### config.mk
export PLATFORM = sky130hd
export DESIGN_NAME = pchp_port
export DESIGN_NICKNAME = d
export VERILOG_FILES = /design/src/pchp_pkg.sv /design/src/pchp_sense_if.sv /design/src/pchp_sync.sv /design/src/pchp_timer.sv /design/src/pchp_port.sv
export SDC_FILE = /design/constraint.sdc
export NUM_CORES = 1
export LEC_CHECK = 0
export ABC_AREA = 1
export ABC_CLOCK_PERIOD_IN_PS = 2200
export BUFFER_PORTS_ARGS = -buffer_cell sky130_fd_sc_hd__buf_2
export CAP_MARGIN = 40
export CORE_MARGIN = 5
export CORE_UTILIZATION = 44
export CTS_CLUSTER_SIZE = 10
export DETAILED_ROUTE_END_ITERATION = 7
export HOLD_SLACK_MARGIN = 0.12
export PLACE_DENSITY = 0.65
export SYNTH_ARGS = -nofsm -noshare
export SYNTH_HDL_FRONTEND = slang
export SYNTH_SLANG_ARGS = --single-unit
### constraint.sdc
create_clock -name clock -period 2.2 [get_ports clock]
set_input_delay 0.22 -clock clock [delete_from_list [all_inputs] [get_ports clock]]
set_output_delay 0.22 -clock clock [all_outputs]
set_load 0.01 [all_outputs]
### src/pchp_pkg.sv
// constants and types for the card socket host port
package pchp_pkg;

    localparam int ADDR_W = 11;
    localparam int DATA_W = 16;
    localparam int SENSE_W = 4;
    localparam int TMR_W = 12;

    // positions of the card status pins in the sense vector
    localparam int SNS_WAIT = 0;
    localparam int SNS_RDY = 1;
    localparam int SNS_PROT = 2;
    localparam int SNS_BATT = 3;

    // clock rate and phase times
    localparam int CLK_MHZ = 250;
    localparam int SETUP_NS = 30;
    localparam int STROBE_NS = 100;
    localparam int HOLD_NS = 30;
    localparam int RECOVER_NS = 20;
    localparam int CARD_RESET_NS = 10000;

    // phase times, rounded up to whole cycles
    localparam int SETUP_CYC = (SETUP_NS * CLK_MHZ + 999) / 1000;
    localparam int STROBE_CYC = (STROBE_NS * CLK_MHZ + 999) / 1000;
    localparam int HOLD_CYC = (HOLD_NS * CLK_MHZ + 999) / 1000;
    localparam int RECOVER_CYC = (RECOVER_NS * CLK_MHZ + 999) / 1000;
    localparam int CRST_CYC = (CARD_RESET_NS * CLK_MHZ + 999) / 1000;

    // timer loads: a phase lasts load+1 cycles
    localparam logic [TMR_W-1:0] SETUP_LOAD = TMR_W'(SETUP_CYC - 1);
    localparam logic [TMR_W-1:0] STROBE_LOAD = TMR_W'(STROBE_CYC - 1);
    localparam logic [TMR_W-1:0] HOLD_LOAD = TMR_W'(HOLD_CYC - 1);
    localparam logic [TMR_W-1:0] RECOVER_LOAD = TMR_W'(RECOVER_CYC - 1);
    localparam logic [TMR_W-1:0] CRST_LOAD = TMR_W'(CRST_CYC - 1);
    localparam logic [TMR_W-1:0] TMR_ZERO = 12'h000;

    // pin levels, negated and asserted, and byte enable codes
    localparam logic PIN_NEG = 1'b1;
    localparam logic PIN_ASSERT = 1'b0;
    localparam logic [1:0] BE_BOTH = 2'h3;
    localparam logic [1:0] BE_ODD = 2'h2;
    localparam logic [1:0] BE_NONE = 2'h0;

    typedef enum logic [2:0] {
        ST_IDLE,
        ST_SETUP,
        ST_STROBE,
        ST_HOLD,
        ST_RECOVER
    } pchp_state_t;

endpackage

### src/pchp_sense_if.sv
// synchronised card status and data, from the synchroniser to the port
interface pchp_sense_if;
    logic [pchp_pkg::SENSE_W-1:0] sense;
    logic [pchp_pkg::DATA_W-1:0] data;
    modport drv (output sense, output data);
    modport use_side (input sense, input data);
endinterface

### src/pchp_sync.sv
// two-flop synchronisers for every card input
module pchp_sync (
    input wire logic clock,
    input wire logic rst_n,
    input wire logic [pchp_pkg::SENSE_W-1:0] sense_pin,
    input wire logic [pchp_pkg::DATA_W-1:0] data_pin,
    pchp_sense_if.drv out
);
    localparam int W = pchp_pkg::SENSE_W + pchp_pkg::DATA_W;

    logic [W-1:0] meta_reg;
    logic [W-1:0] meta_next;
    logic [W-1:0] stable_reg;
    logic [W-1:0] stable_next;

    always_comb begin
        meta_next = {sense_pin, data_pin};
        stable_next = meta_reg;
    end

    // status pins idle high, so they reset high to avoid a false wait
    always_ff @(posedge clock or negedge rst_n) begin
        if (!rst_n) begin
            meta_reg <= '1;
            stable_reg <= '1;
        end else begin
            meta_reg <= meta_next;
            stable_reg <= stable_next;
        end
    end

    assign out.sense = stable_reg[W-1:pchp_pkg::DATA_W];
    assign out.data = stable_reg[pchp_pkg::DATA_W-1:0];
endmodule

### src/pchp_timer.sv
// down counter for phase lengths; done while the count is zero
module pchp_timer #(
    parameter logic [pchp_pkg::TMR_W-1:0] RESET_VAL = pchp_pkg::TMR_ZERO
) (
    input wire logic clock,
    input wire logic rst_n,
    input wire logic load,
    input wire logic [pchp_pkg::TMR_W-1:0] value,
    output logic done
);
    logic [pchp_pkg::TMR_W-1:0] count_reg;
    logic [pchp_pkg::TMR_W-1:0] count_next;

    always_comb begin
        if (load) begin
            count_next = value;
        end else if (count_reg != pchp_pkg::TMR_ZERO) begin
            count_next = count_reg - 1'b1;
        end else begin
            count_next = count_reg;
        end
    end

    always_ff @(posedge clock or negedge rst_n) begin
        if (!rst_n) begin
            count_reg <= RESET_VAL;
        end else begin
            count_reg <= count_next;
        end
    end

    assign done = (count_reg == pchp_pkg::TMR_ZERO);
endmodule

### src/pchp_port.sv
// host port that runs memory and I/O cycles on a plugged-in flash card
// What this block does
// RL1: even byte select low while even byte valid
// RL2: odd byte select low while odd byte valid, on memory cycles and on I/O ports with the 16-bit grant
// RL3: memory cycles: space select low attribute, high common
// RL4: space select held low for I/O cycles
// RL5: memory read strobe pulsed for memory reads
// RL6: memory write strobe pulsed for memory writes
// RL7: I/O read strobe for I/O reads only
// RL8: I/O write strobe for I/O writes only
// RL9: card wait low holds cycle and strobe open
// RL10: memory mode: shared input is card ready
// RL11: I/O mode: shared input low is interrupt request
// RL12: memory mode: shared input is write protect
// RL13: I/O mode: shared input grants 16-bit port access
// RL14: memory mode: shared input is battery condition
// RL15: I/O mode: shared input low is status change
// RL16: card reset output initialises the card
// RL17: enabled card interrupt forwarded as interrupt line
// RL18: one strobe at most, none while idle
module pchp_port (
    input wire logic clock,
    input wire logic rst_n,
    // user request side
    input wire logic req_valid,
    output logic req_ready,
    input wire logic req_write,
    input wire logic req_io,
    input wire logic req_attr,
    input wire logic [1:0] req_be,
    input wire logic [pchp_pkg::ADDR_W-1:0] req_addr,
    input wire logic [pchp_pkg::DATA_W-1:0] req_wdata,
    output logic rsp_valid,
    output logic [pchp_pkg::DATA_W-1:0] rsp_rdata,
    // mode and control
    input wire logic card_io_mode,
    input wire logic card_irq_enable,
    input wire logic card_reset_req,
    // card pins
    output logic [pchp_pkg::ADDR_W-1:0] card_addr,
    input wire logic [pchp_pkg::DATA_W-1:0] card_data_in,
    output logic [pchp_pkg::DATA_W-1:0] card_data_out,
    output logic card_data_oe,
    output logic card_even_byte_select_n,
    output logic card_odd_byte_select_n,
    output logic card_space_select_n,
    output logic card_mem_read_strobe_n,
    output logic card_mem_write_strobe_n,
    output logic card_io_read_strobe_n,
    output logic card_io_write_strobe_n,
    input wire logic card_wait_request_n,
    input wire logic card_ready_or_irq_n,
    input wire logic card_protect_or_width_n,
    input wire logic card_battery_or_status_n,
    output logic card_reset_out,
    // decoded card status
    output logic ready_irq_line_n,
    output logic card_ready,
    output logic card_write_protect,
    output logic card_io16_ok,
    output logic card_battery_ok,
    output logic card_status_change
);
    pchp_sense_if sns ();

    pchp_pkg::pchp_state_t state_reg;
    pchp_pkg::pchp_state_t state_next;
    logic [pchp_pkg::ADDR_W-1:0] addr_reg;
    logic [pchp_pkg::ADDR_W-1:0] addr_next;
    logic [pchp_pkg::DATA_W-1:0] wdata_reg;
    logic [pchp_pkg::DATA_W-1:0] wdata_next;
    logic [pchp_pkg::DATA_W-1:0] rdata_reg;
    logic [pchp_pkg::DATA_W-1:0] rdata_next;
    logic write_reg;
    logic write_next;
    logic io_reg;
    logic io_next;
    logic attr_reg;
    logic attr_next;
    logic [1:0] be_reg;
    logic [1:0] be_next;
    logic narrow_reg;
    logic narrow_next;
    logic split_reg;
    logic split_next;
    logic req_ready_reg;
    logic req_ready_next;
    logic rsp_valid_reg;
    logic rsp_valid_next;
    logic oe_reg;
    logic oe_next;
    logic [pchp_pkg::DATA_W-1:0] dout_reg;
    logic [pchp_pkg::DATA_W-1:0] dout_next;
    logic even_sel_reg;
    logic even_sel_next;
    logic odd_sel_reg;
    logic odd_sel_next;
    logic space_reg;
    logic space_next;
    logic mrd_reg;
    logic mrd_next;
    logic mwr_reg;
    logic mwr_next;
    logic iord_reg;
    logic iord_next;
    logic iowr_reg;
    logic iowr_next;
    logic phase_load;
    logic [pchp_pkg::TMR_W-1:0] phase_value;
    logic phase_done;
    logic crst_load;
    logic crst_done;
    logic crst_reg;
    logic crst_next;
    logic [5:0] status_reg;
    logic [5:0] status_next;
    logic port8;
    logic wait_open;

    pchp_sync u_sync (
        .clock(clock),
        .rst_n(rst_n),
        .sense_pin({card_battery_or_status_n, card_protect_or_width_n,
                    card_ready_or_irq_n, card_wait_request_n}),
        .data_pin(card_data_in),
        .out(sns)
    );

    pchp_timer u_phase (
        .clock(clock),
        .rst_n(rst_n),
        .load(phase_load),
        .value(phase_value),
        .done(phase_done)
    );

    // card reset runs from power-up so the card starts known
    pchp_timer #(.RESET_VAL(pchp_pkg::CRST_LOAD)) u_crst (
        .clock(clock),
        .rst_n(rst_n),
        .load(crst_load),
        .value(pchp_pkg::CRST_LOAD),
        .done(crst_done)
    );

    // an I/O port without the 16-bit grant takes bytes on the low lane
    assign port8 = sns.sense[pchp_pkg::SNS_PROT]; // [RL13]
    assign wait_open = !sns.sense[pchp_pkg::SNS_WAIT];

    always_comb begin
        crst_load = card_reset_req && (state_reg == pchp_pkg::ST_IDLE)
            && !crst_reg;
        crst_next = crst_load || !crst_done; // [RL16]
    end

    always_comb begin
        state_next = state_reg;
        addr_next = addr_reg;
        wdata_next = wdata_reg;
        rdata_next = rdata_reg;
        write_next = write_reg;
        io_next = io_reg;
        attr_next = attr_reg;
        be_next = be_reg;
        narrow_next = narrow_reg;
        split_next = split_reg;
        rsp_valid_next = 1'b0;
        oe_next = oe_reg;
        dout_next = dout_reg;
        even_sel_next = even_sel_reg;
        odd_sel_next = odd_sel_reg;
        space_next = space_reg;
        mrd_next = pchp_pkg::PIN_NEG;
        mwr_next = pchp_pkg::PIN_NEG;
        iord_next = pchp_pkg::PIN_NEG;
        iowr_next = pchp_pkg::PIN_NEG;
        phase_load = 1'b0;
        phase_value = pchp_pkg::SETUP_LOAD;
        case (state_reg)
            pchp_pkg::ST_IDLE: begin
                if (req_valid && req_ready_reg
                    && req_be != pchp_pkg::BE_NONE) begin
                    write_next = req_write;
                    io_next = req_io;
                    attr_next = req_attr;
                    be_next = req_be;
                    wdata_next = req_wdata;
                    rdata_next = '0;
                    narrow_next = req_io && port8
                        && req_be == pchp_pkg::BE_ODD;
                    split_next = req_io && port8
                        && req_be == pchp_pkg::BE_BOTH;
                    addr_next = {req_addr[pchp_pkg::ADDR_W-1:1],
                                 narrow_next};
                    even_sel_next = !(req_be[0] || narrow_next); // [RL1]
                    odd_sel_next = !(req_be[1] && !narrow_next
                        && !split_next); // [RL2]
                    // attribute low, common high; I/O always low
                    space_next = req_io ? pchp_pkg::PIN_ASSERT
                        : !req_attr; // [RL3] [RL4]
                    oe_next = req_write;
                    dout_next = narrow_next
                        ? {req_wdata[15:8], req_wdata[15:8]} : req_wdata;
                    phase_load = 1'b1;
                    phase_value = pchp_pkg::SETUP_LOAD;
                    state_next = pchp_pkg::ST_SETUP;
                end
            end
            pchp_pkg::ST_SETUP: begin
                if (phase_done) begin
                    phase_load = 1'b1;
                    phase_value = pchp_pkg::STROBE_LOAD;
                    state_next = pchp_pkg::ST_STROBE;
                end
            end
            pchp_pkg::ST_STROBE: begin
                // strobe stays low until time is up and wait is gone
                if (phase_done && !wait_open) begin // [RL9]
                    if (!write_reg) begin
                        if (narrow_reg) begin
                            rdata_next[15:8] = sns.data[7:0];
                        end else begin
                            rdata_next[7:0] = be_reg[0]
                                ? sns.data[7:0] : rdata_reg[7:0];
                            rdata_next[15:8] = be_reg[1] && !split_reg
                                ? sns.data[15:8] : rdata_reg[15:8];
                        end
                    end
                    phase_load = 1'b1;
                    phase_value = pchp_pkg::HOLD_LOAD;
                    state_next = pchp_pkg::ST_HOLD;
                end else begin
                    mrd_next = !(!io_reg && !write_reg); // [RL5]
                    mwr_next = !(!io_reg && write_reg); // [RL6]
                    iord_next = !(io_reg && !write_reg); // [RL7]
                    iowr_next = !(io_reg && write_reg); // [RL8]
                end
            end
            pchp_pkg::ST_HOLD: begin
                if (phase_done && split_reg) begin
                    // second half of a split word: odd byte, low lane
                    split_next = 1'b0;
                    narrow_next = 1'b1;
                    addr_next = {addr_reg[pchp_pkg::ADDR_W-1:1], 1'b1};
                    dout_next = {wdata_reg[15:8], wdata_reg[15:8]};
                    phase_load = 1'b1;
                    phase_value = pchp_pkg::SETUP_LOAD;
                    state_next = pchp_pkg::ST_SETUP;
                end else if (phase_done) begin
                    even_sel_next = pchp_pkg::PIN_NEG;
                    odd_sel_next = pchp_pkg::PIN_NEG;
                    space_next = pchp_pkg::PIN_NEG;
                    oe_next = 1'b0;
                    rsp_valid_next = 1'b1;
                    phase_load = 1'b1;
                    phase_value = pchp_pkg::RECOVER_LOAD;
                    state_next = pchp_pkg::ST_RECOVER;
                end
            end
            pchp_pkg::ST_RECOVER: begin
                if (phase_done) begin
                    state_next = pchp_pkg::ST_IDLE;
                end
            end
            default: begin
                state_next = pchp_pkg::ST_IDLE;
                even_sel_next = pchp_pkg::PIN_NEG;
                odd_sel_next = pchp_pkg::PIN_NEG;
                space_next = pchp_pkg::PIN_NEG;
                oe_next = 1'b0;
            end
        endcase
        // no new cycle is taken while the card is held in reset
        req_ready_next = (state_next == pchp_pkg::ST_IDLE) && !crst_next;
    end

    // shared inputs change meaning with the card mode
    always_comb begin
        status_next[0] = !(card_irq_enable && card_io_mode
            && !sns.sense[pchp_pkg::SNS_RDY]); // [RL17] [RL11]
        status_next[1] = !card_io_mode
            && sns.sense[pchp_pkg::SNS_RDY]; // [RL10]
        status_next[2] = !card_io_mode
            && sns.sense[pchp_pkg::SNS_PROT]; // [RL12]
        status_next[3] = card_io_mode
            && !sns.sense[pchp_pkg::SNS_PROT]; // [RL13]
        status_next[4] = !card_io_mode
            && sns.sense[pchp_pkg::SNS_BATT]; // [RL14]
        status_next[5] = card_io_mode
            && !sns.sense[pchp_pkg::SNS_BATT]; // [RL15]
    end

    always_ff @(posedge clock or negedge rst_n) begin
        if (!rst_n) begin
            state_reg <= pchp_pkg::ST_IDLE;
            addr_reg <= '0;
            wdata_reg <= '0;
            rdata_reg <= '0;
            write_reg <= 1'b0;
            io_reg <= 1'b0;
            attr_reg <= 1'b0;
            be_reg <= pchp_pkg::BE_NONE;
            narrow_reg <= 1'b0;
            split_reg <= 1'b0;
            req_ready_reg <= 1'b0;
            rsp_valid_reg <= 1'b0;
            oe_reg <= 1'b0;
            dout_reg <= '0;
            even_sel_reg <= pchp_pkg::PIN_NEG;
            odd_sel_reg <= pchp_pkg::PIN_NEG;
            space_reg <= pchp_pkg::PIN_NEG;
            mrd_reg <= pchp_pkg::PIN_NEG;
            mwr_reg <= pchp_pkg::PIN_NEG;
            iord_reg <= pchp_pkg::PIN_NEG;
            iowr_reg <= pchp_pkg::PIN_NEG;
            crst_reg <= 1'b1;
            status_reg <= 6'h01;
        end else begin
            state_reg <= state_next;
            addr_reg <= addr_next;
            wdata_reg <= wdata_next;
            rdata_reg <= rdata_next;
            write_reg <= write_next;
            io_reg <= io_next;
            attr_reg <= attr_next;
            be_reg <= be_next;
            narrow_reg <= narrow_next;
            split_reg <= split_next;
            req_ready_reg <= req_ready_next;
            rsp_valid_reg <= rsp_valid_next;
            oe_reg <= oe_next;
            dout_reg <= dout_next;
            even_sel_reg <= even_sel_next;
            odd_sel_reg <= odd_sel_next;
            space_reg <= space_next;
            mrd_reg <= mrd_next; // [RL18]
            mwr_reg <= mwr_next;
            iord_reg <= iord_next;
            iowr_reg <= iowr_next;
            crst_reg <= crst_next;
            status_reg <= status_next;
        end
    end

    assign req_ready = req_ready_reg;
    assign rsp_valid = rsp_valid_reg;
    assign rsp_rdata = rdata_reg;
    assign card_addr = addr_reg;
    assign card_data_out = dout_reg;
    assign card_data_oe = oe_reg;
    assign card_even_byte_select_n = even_sel_reg;
    assign card_odd_byte_select_n = odd_sel_reg;
    assign card_space_select_n = space_reg;
    assign card_mem_read_strobe_n = mrd_reg;
    assign card_mem_write_strobe_n = mwr_reg;
    assign card_io_read_strobe_n = iord_reg;
    assign card_io_write_strobe_n = iowr_reg;
    assign card_reset_out = crst_reg;
    assign ready_irq_line_n = status_reg[0];
    assign card_ready = status_reg[1];
    assign card_write_protect = status_reg[2];
    assign card_io16_ok = status_reg[3];
    assign card_battery_ok = status_reg[4];
    assign card_status_change = status_reg[5];
endmodule

# Word level (Yosys, flattened, before mapping)
# Cells that the tools add are included.
classes:
  addsub: 2
  mul: 0
  div_mod_pow: 0
  n_lt_le_gt_ge: 0
  eq_ne: 15
  shifts: 0
  n_mux: 64
  bitwise: 2
  reduce_logical: 64
ops:
  columns: ["op", "count"]
  rows:
  - ["$mux W16", 5]
  - ["$pmux W16 S2", 2]
  - ["$mux W12", 4]
  - ["$mux W8", 5]
  - ["$mux W1", 28]
  - ["$logic_and A1 B1 Y1", 24]
  - ["$logic_not A12 Y1", 2]
  - ["$reduce_bool A12 Y1", 2]
  - ["$sub A12 B1 Y12 const B", 2]
  - ["$pmux W11 S2", 1]
  - ["$logic_not A1 Y1", 20]
  - ["$mux W3", 6]
  - ["$pmux W3 S5", 1]
  - ["$ne A2 B2 Y1 const B", 7]
  - ["$pmux W1 S3", 4]
  - ["$mux W11", 1]
  - ["$pmux W5 S2", 1]
  - ["$reduce_bool A2 Y1", 5]
  - ["$eq A3 B2 Y1 const B", 2]
  - ["$logic_not A3 Y1", 2]
  - ["$reduce_and A3 Y1", 2]
  - ["$reduce_and A6 Y1", 1]
  - ["$mux W5", 1]
  - ["$reduce_and A5 Y1", 1]
  - ["other kinds (13)", 18]
word_totals:
  ff_bits: 149
  latchBits: 0
  mem_bits_rw: 0
  mem_bits_ro: 0
  out_inout_bits: 60
  wordCells: 175
  mem_count: 0

# Depth between registers and ports, before layout
depth:
  depth_word: 8
  depth_mapped: 12
  ltp_nobuf: 11

# Modules after synthesis
# A second synthesis with hierarchy kept.
unflattened:
  hier_cells: 751
  hier_area_um2: 6487.5
modules_own_cells:
  columns: ["mod", "n_inst", "cells_each", "area_per_inst_um2", "seq_area_each_um2"]
  rows:
  - ["pchp_port", 1, 469, 3769.9, 1913.1]
  - ["pchp_sync", 1, 40, 1051.0, 1051.0]
  - ["pchp_timer at u_crst", 1, 121, 837.1, 307.8]
  - ["pchp_timer at u_phase", 1, 121, 829.5, 300.3]

# Least setup slack after synthesis
# OpenSTA, ideal clock, no wires.
synth_timing:
  path_type: "register to register"
  start: "register u_phase.count_reg[0] in the netlist's numbering"
  end: "register rdata_reg (netlist bit rsp_rdata[14])"
  setup_ns: 0.118
  t_arrival_ns: 1.527
  required_ns: 2.082
  path_slack_ns: 0.555
  stages_incl_launch_ff: 13
  path_buffers: 1
  period_less_slack_ns: 1.645
  cell_sequence: "dfrtp_1 -> inv_1 -> ha_1 -> nand2_2 -> nor2_4 -> nand2_4 -> clkinv_4 -> nand2_2 -> nand2_1 -> nand2_2 -> buf_6 -> nand2_1 -> o21ai_2"
synth_via:
  elab_chain_len: 4
synth_lines:
  columns: ["element", "line", "text"]
  rows:
  - ["start: declaration", "pchp_timer.sv:11", "logic [pchp_pkg::TMR_W-1:0] count_reg;"]
  - ["start signal: assignment", "pchp_timer.sv:28", "count_reg <= count_next;"]
  - ["$logic_not A12 Y1", "pchp_timer.sv:32", "assign done = (count_reg == pchp_pkg::TMR_ZERO);"]
  - ["$logic_and A1 B1 Y1", "pchp_port.sv:218", "if (phase_done && !wait_open) begin"]
  - ["$ne A2 B2 Y1 (no source line)", null, null]
  - ["$reduce_and A5 Y1 (no source line)", null, null]
  - ["end signal: assignment", "pchp_port.sv:322", "rdata_reg <= rdata_next;"]
  - ["end: declaration", "pchp_port.sv:72", "logic [pchp_pkg::DATA_W-1:0] rdata_reg;"]
# No other way between the ends.
# A chain may end at the register's enable or synchronous reset.

# Final worst setup path
layout_timing:
  start: "register u_phase.count_reg[0] in the netlist's numbering"
  end: "register rdata_reg (netlist bit rsp_rdata[11])"
# The elaborated chain is that of the path after synthesis.

==> out/results.ini <==
[run_status]
status=finished, final reports clean

[synthesis]
synth.area.top_cells=dfrtp_1 (36%), dfstp_2 (24%), nand2_1 (11%)
synthesis.area_um2=5970
synth-seq-cells=140
synth-edff-count=0
synth_top_area_cell=dfrtp_1
synth_cell_types=38
netlist_top_cells_count=nand2_1 (173), dfrtp_1 (85), nand3_1 (58), nor2_1 (57)
yosysSeqAreaShare_pct=59.9
ys.warnings.count=0
yosysMostFrequentCell=nand2_1
async_reset_ff_share_pct=100
synth_cells=649
ys.flop_type=dfrtp_1
synth_nets=710
avgSynthCellArea_um2=9.19
yosysTopAreaCellShare_pct=35.6

[timing]
max-slew-margin-rel_pct=67.9
slew_viol_final=0
fin_skew_ps=14.7
setup_ws_ps=203
finalHoldViolCount=0
rsz0062_at_grt=no
finalCriticalPeriod_ps=2000
final-setup-viol-count=0
period_share_pct=90.8
setup_tns_ps=0
tightest_slew_ps=481
fmax_mhz=501

[global_route]
grt_pass1_wl_mm=23.3
grt_pass1_vias=4823
antenna_found_initial=0
grt_max_degree=51
grt.total_usage_pct=18.1
gr-total-overflow=0

[setup_path]
criticalPathCategory=reg2reg
required_ps=2490
worstPathArrival_ps=2290
r2r_cells=11
crit_path_max_fanout=16
critPathCaptureType=register
critPathLaunchType=register

[cells_and_area]
synthToLayoutAreaGrowth_pct=30.5
final_area_um2=7790
instances_no_fill=1011
layout-drive-gt1-share_pct=30.2
fillers=1131
diodes=0
nNetsFinal=883

[clock_tree]
clkTransAtPathRegs_ps=60
cts_resized=0
clkSinkCount=140
cts_tree=built
clk_latency_ps=420
ctsRootBufferMaster=clkbuf_16
clock_path_buffers=2
cts_max_level=4
cts_buffers=17

[detailed_routing]
drtIter0Drc=286
firstDrtPassIters=5
drc=0
drt_wl_total_mm=14.0
ant_nets=0
post_drt_wl_per_cell_um=13.8
routed_via_density=4.85
vias=4901

[pwr]
power_mw=7.96
leakage_nw=3.85
peakVddDrop_mv=0.461
p_per_area_nw_per_um2=1020

[floorplan]
dieArea_um2=16000
io_pins=118
die_h_um=126
core-area_um2=13300
die_x_um=126
rows=42
start_util_pct=44.9

[placement]
dp_slack_ps=221
place_area_um2=6760
portBuffers=116
dp_hpwl_mm=9.60
place_congestion=0.876
dp.cells=933

[job]
cap_violations=0

[hold_path]
hold_path_depth=5
hold_path_class=in2reg

==> final cells by class <==
class	count	area (um^2)	area share (%)
Clock inverter	9	86.3	1.11
Sequential cell	140	3570	45.9
Tap cell	176	220	2.83
Inverter	63	241	3.10
Timing Repair Buffer	173	1140	14.7
Clock buffer	23	478	6.14
Multi-Input combinational cell	427	2050	26.3
==> cell families (layout without fill, tap and decap cells) <==
logic type | Yosys count | count (layout) | share of synthesized area, %
simple gates | 337 | 337 | 24.8
flops | 140 | 140 | 59.9
buf+inv | 82 | 268 | 5.83
compound gates | 74 | 74 | 6.98
xor+xnor | 13 | 13 | 1.91
fa+ha+maj | 3 | 3 | 0.629
==> through the flow <==
| step | util [%] | hold WS [ps] |
|---|---|---|
| after floorplan | - | -75.6 |
| after detailed placement | 50.9 | 206 |
| after global routing | 58.6 | 156 |
| after CTS | 58.6 | 122 |
| after global placement | 50.9 | 198 |
| final | 58.6 | 130 |
==> final timing paths <==
| path | from | slack, ps | endpoint |
|---|---|---|---|
| worst max-delay path | u_phase.count_reg[0]$_DFFE_PN0P_ | 200 | rsp_rdata[11]$_DFFE_PN0P_ |
| worst min-delay path | req_wdata[6] | 130 | card_data_out[6]$_DFFE_PN0P_ |
| worst max register to register | u_phase.count_reg[0]$_DFFE_PN0P_ | 200 | rsp_rdata[11]$_DFFE_PN0P_ |
| worst min register to register | u_sync.meta_reg[18]$_DFF_PN1_ | 350 | u_sync.stable_reg[18]$_DFF_PN1_ |
| max in group asynchronous | rst_n | 1200 | u_sync.meta_reg[16]$_DFF_PN1_ |
| min in group asynchronous | rst_n | 320 | card_data_out[14]$_DFFE_PN0P_ |
==> placed cells by master (no fill, tap or decap), drive strengths merged <==
cell type,n
a21oi,21
a31oi,1
and3,1
buf,127
bufinv,1
clkbuf,23
clkinv,5
clkinvlp,2
dfrtp,85
dfstp,55
dlygate4sd3,46
ha,3
inv,64
nand2,183
nand3,58
nand3b,1
nand4,5
nor2,66
nor3,18
nor4,1
o2111ai,1
o211ai,1
o21a,1
o21ai,48
o31ai,1
or2,3
or3,1
xnor2,5
xor2,8
==> critical path: stages, from the launching register on <==
cell and delay, ps:
dfrtp_1 420, inv_1 120, ha_1 170, nand2_2 70
nor2_4 180, nand2_4 120, clkinv_4 140, nand2_2 100
nand2_1 80, nand2_2 230, nand2_1 160, o21ai_2 60
==> power by group <==
group / internal (mW) / switching [mW]
clock: 1.65 / 1.05
combinational: 0.717 / 1.32
sequential: 2.99 / 0.240
==> metal layers <==
| metal | share of wire, % | global-route usage (%) | vias to the layer above |
|---|---|---|---|
| li1 | - | - | 2419 |
| met5 | 0 | 0 | - |
| met3 | 5.5 | 4.37 | 23 |
| met1 | 44 | 23.3 | 2318 |
| met4 | 1.9 | 7.13 | 0 |
| met2 | 49 | 29.5 | 141 |
==> repair_timing <==
| item | in CTS | in global routing |
|---|---|---|
| endpoints found under the hold margin | 95 | 0 |
| setup buffers | 0 | 0 |
| hold buffers | 46 | 0 |
| endpoints found under the setup margin | 0 | 0 |
No activity file was read; power rests on OpenSTA's default activity.
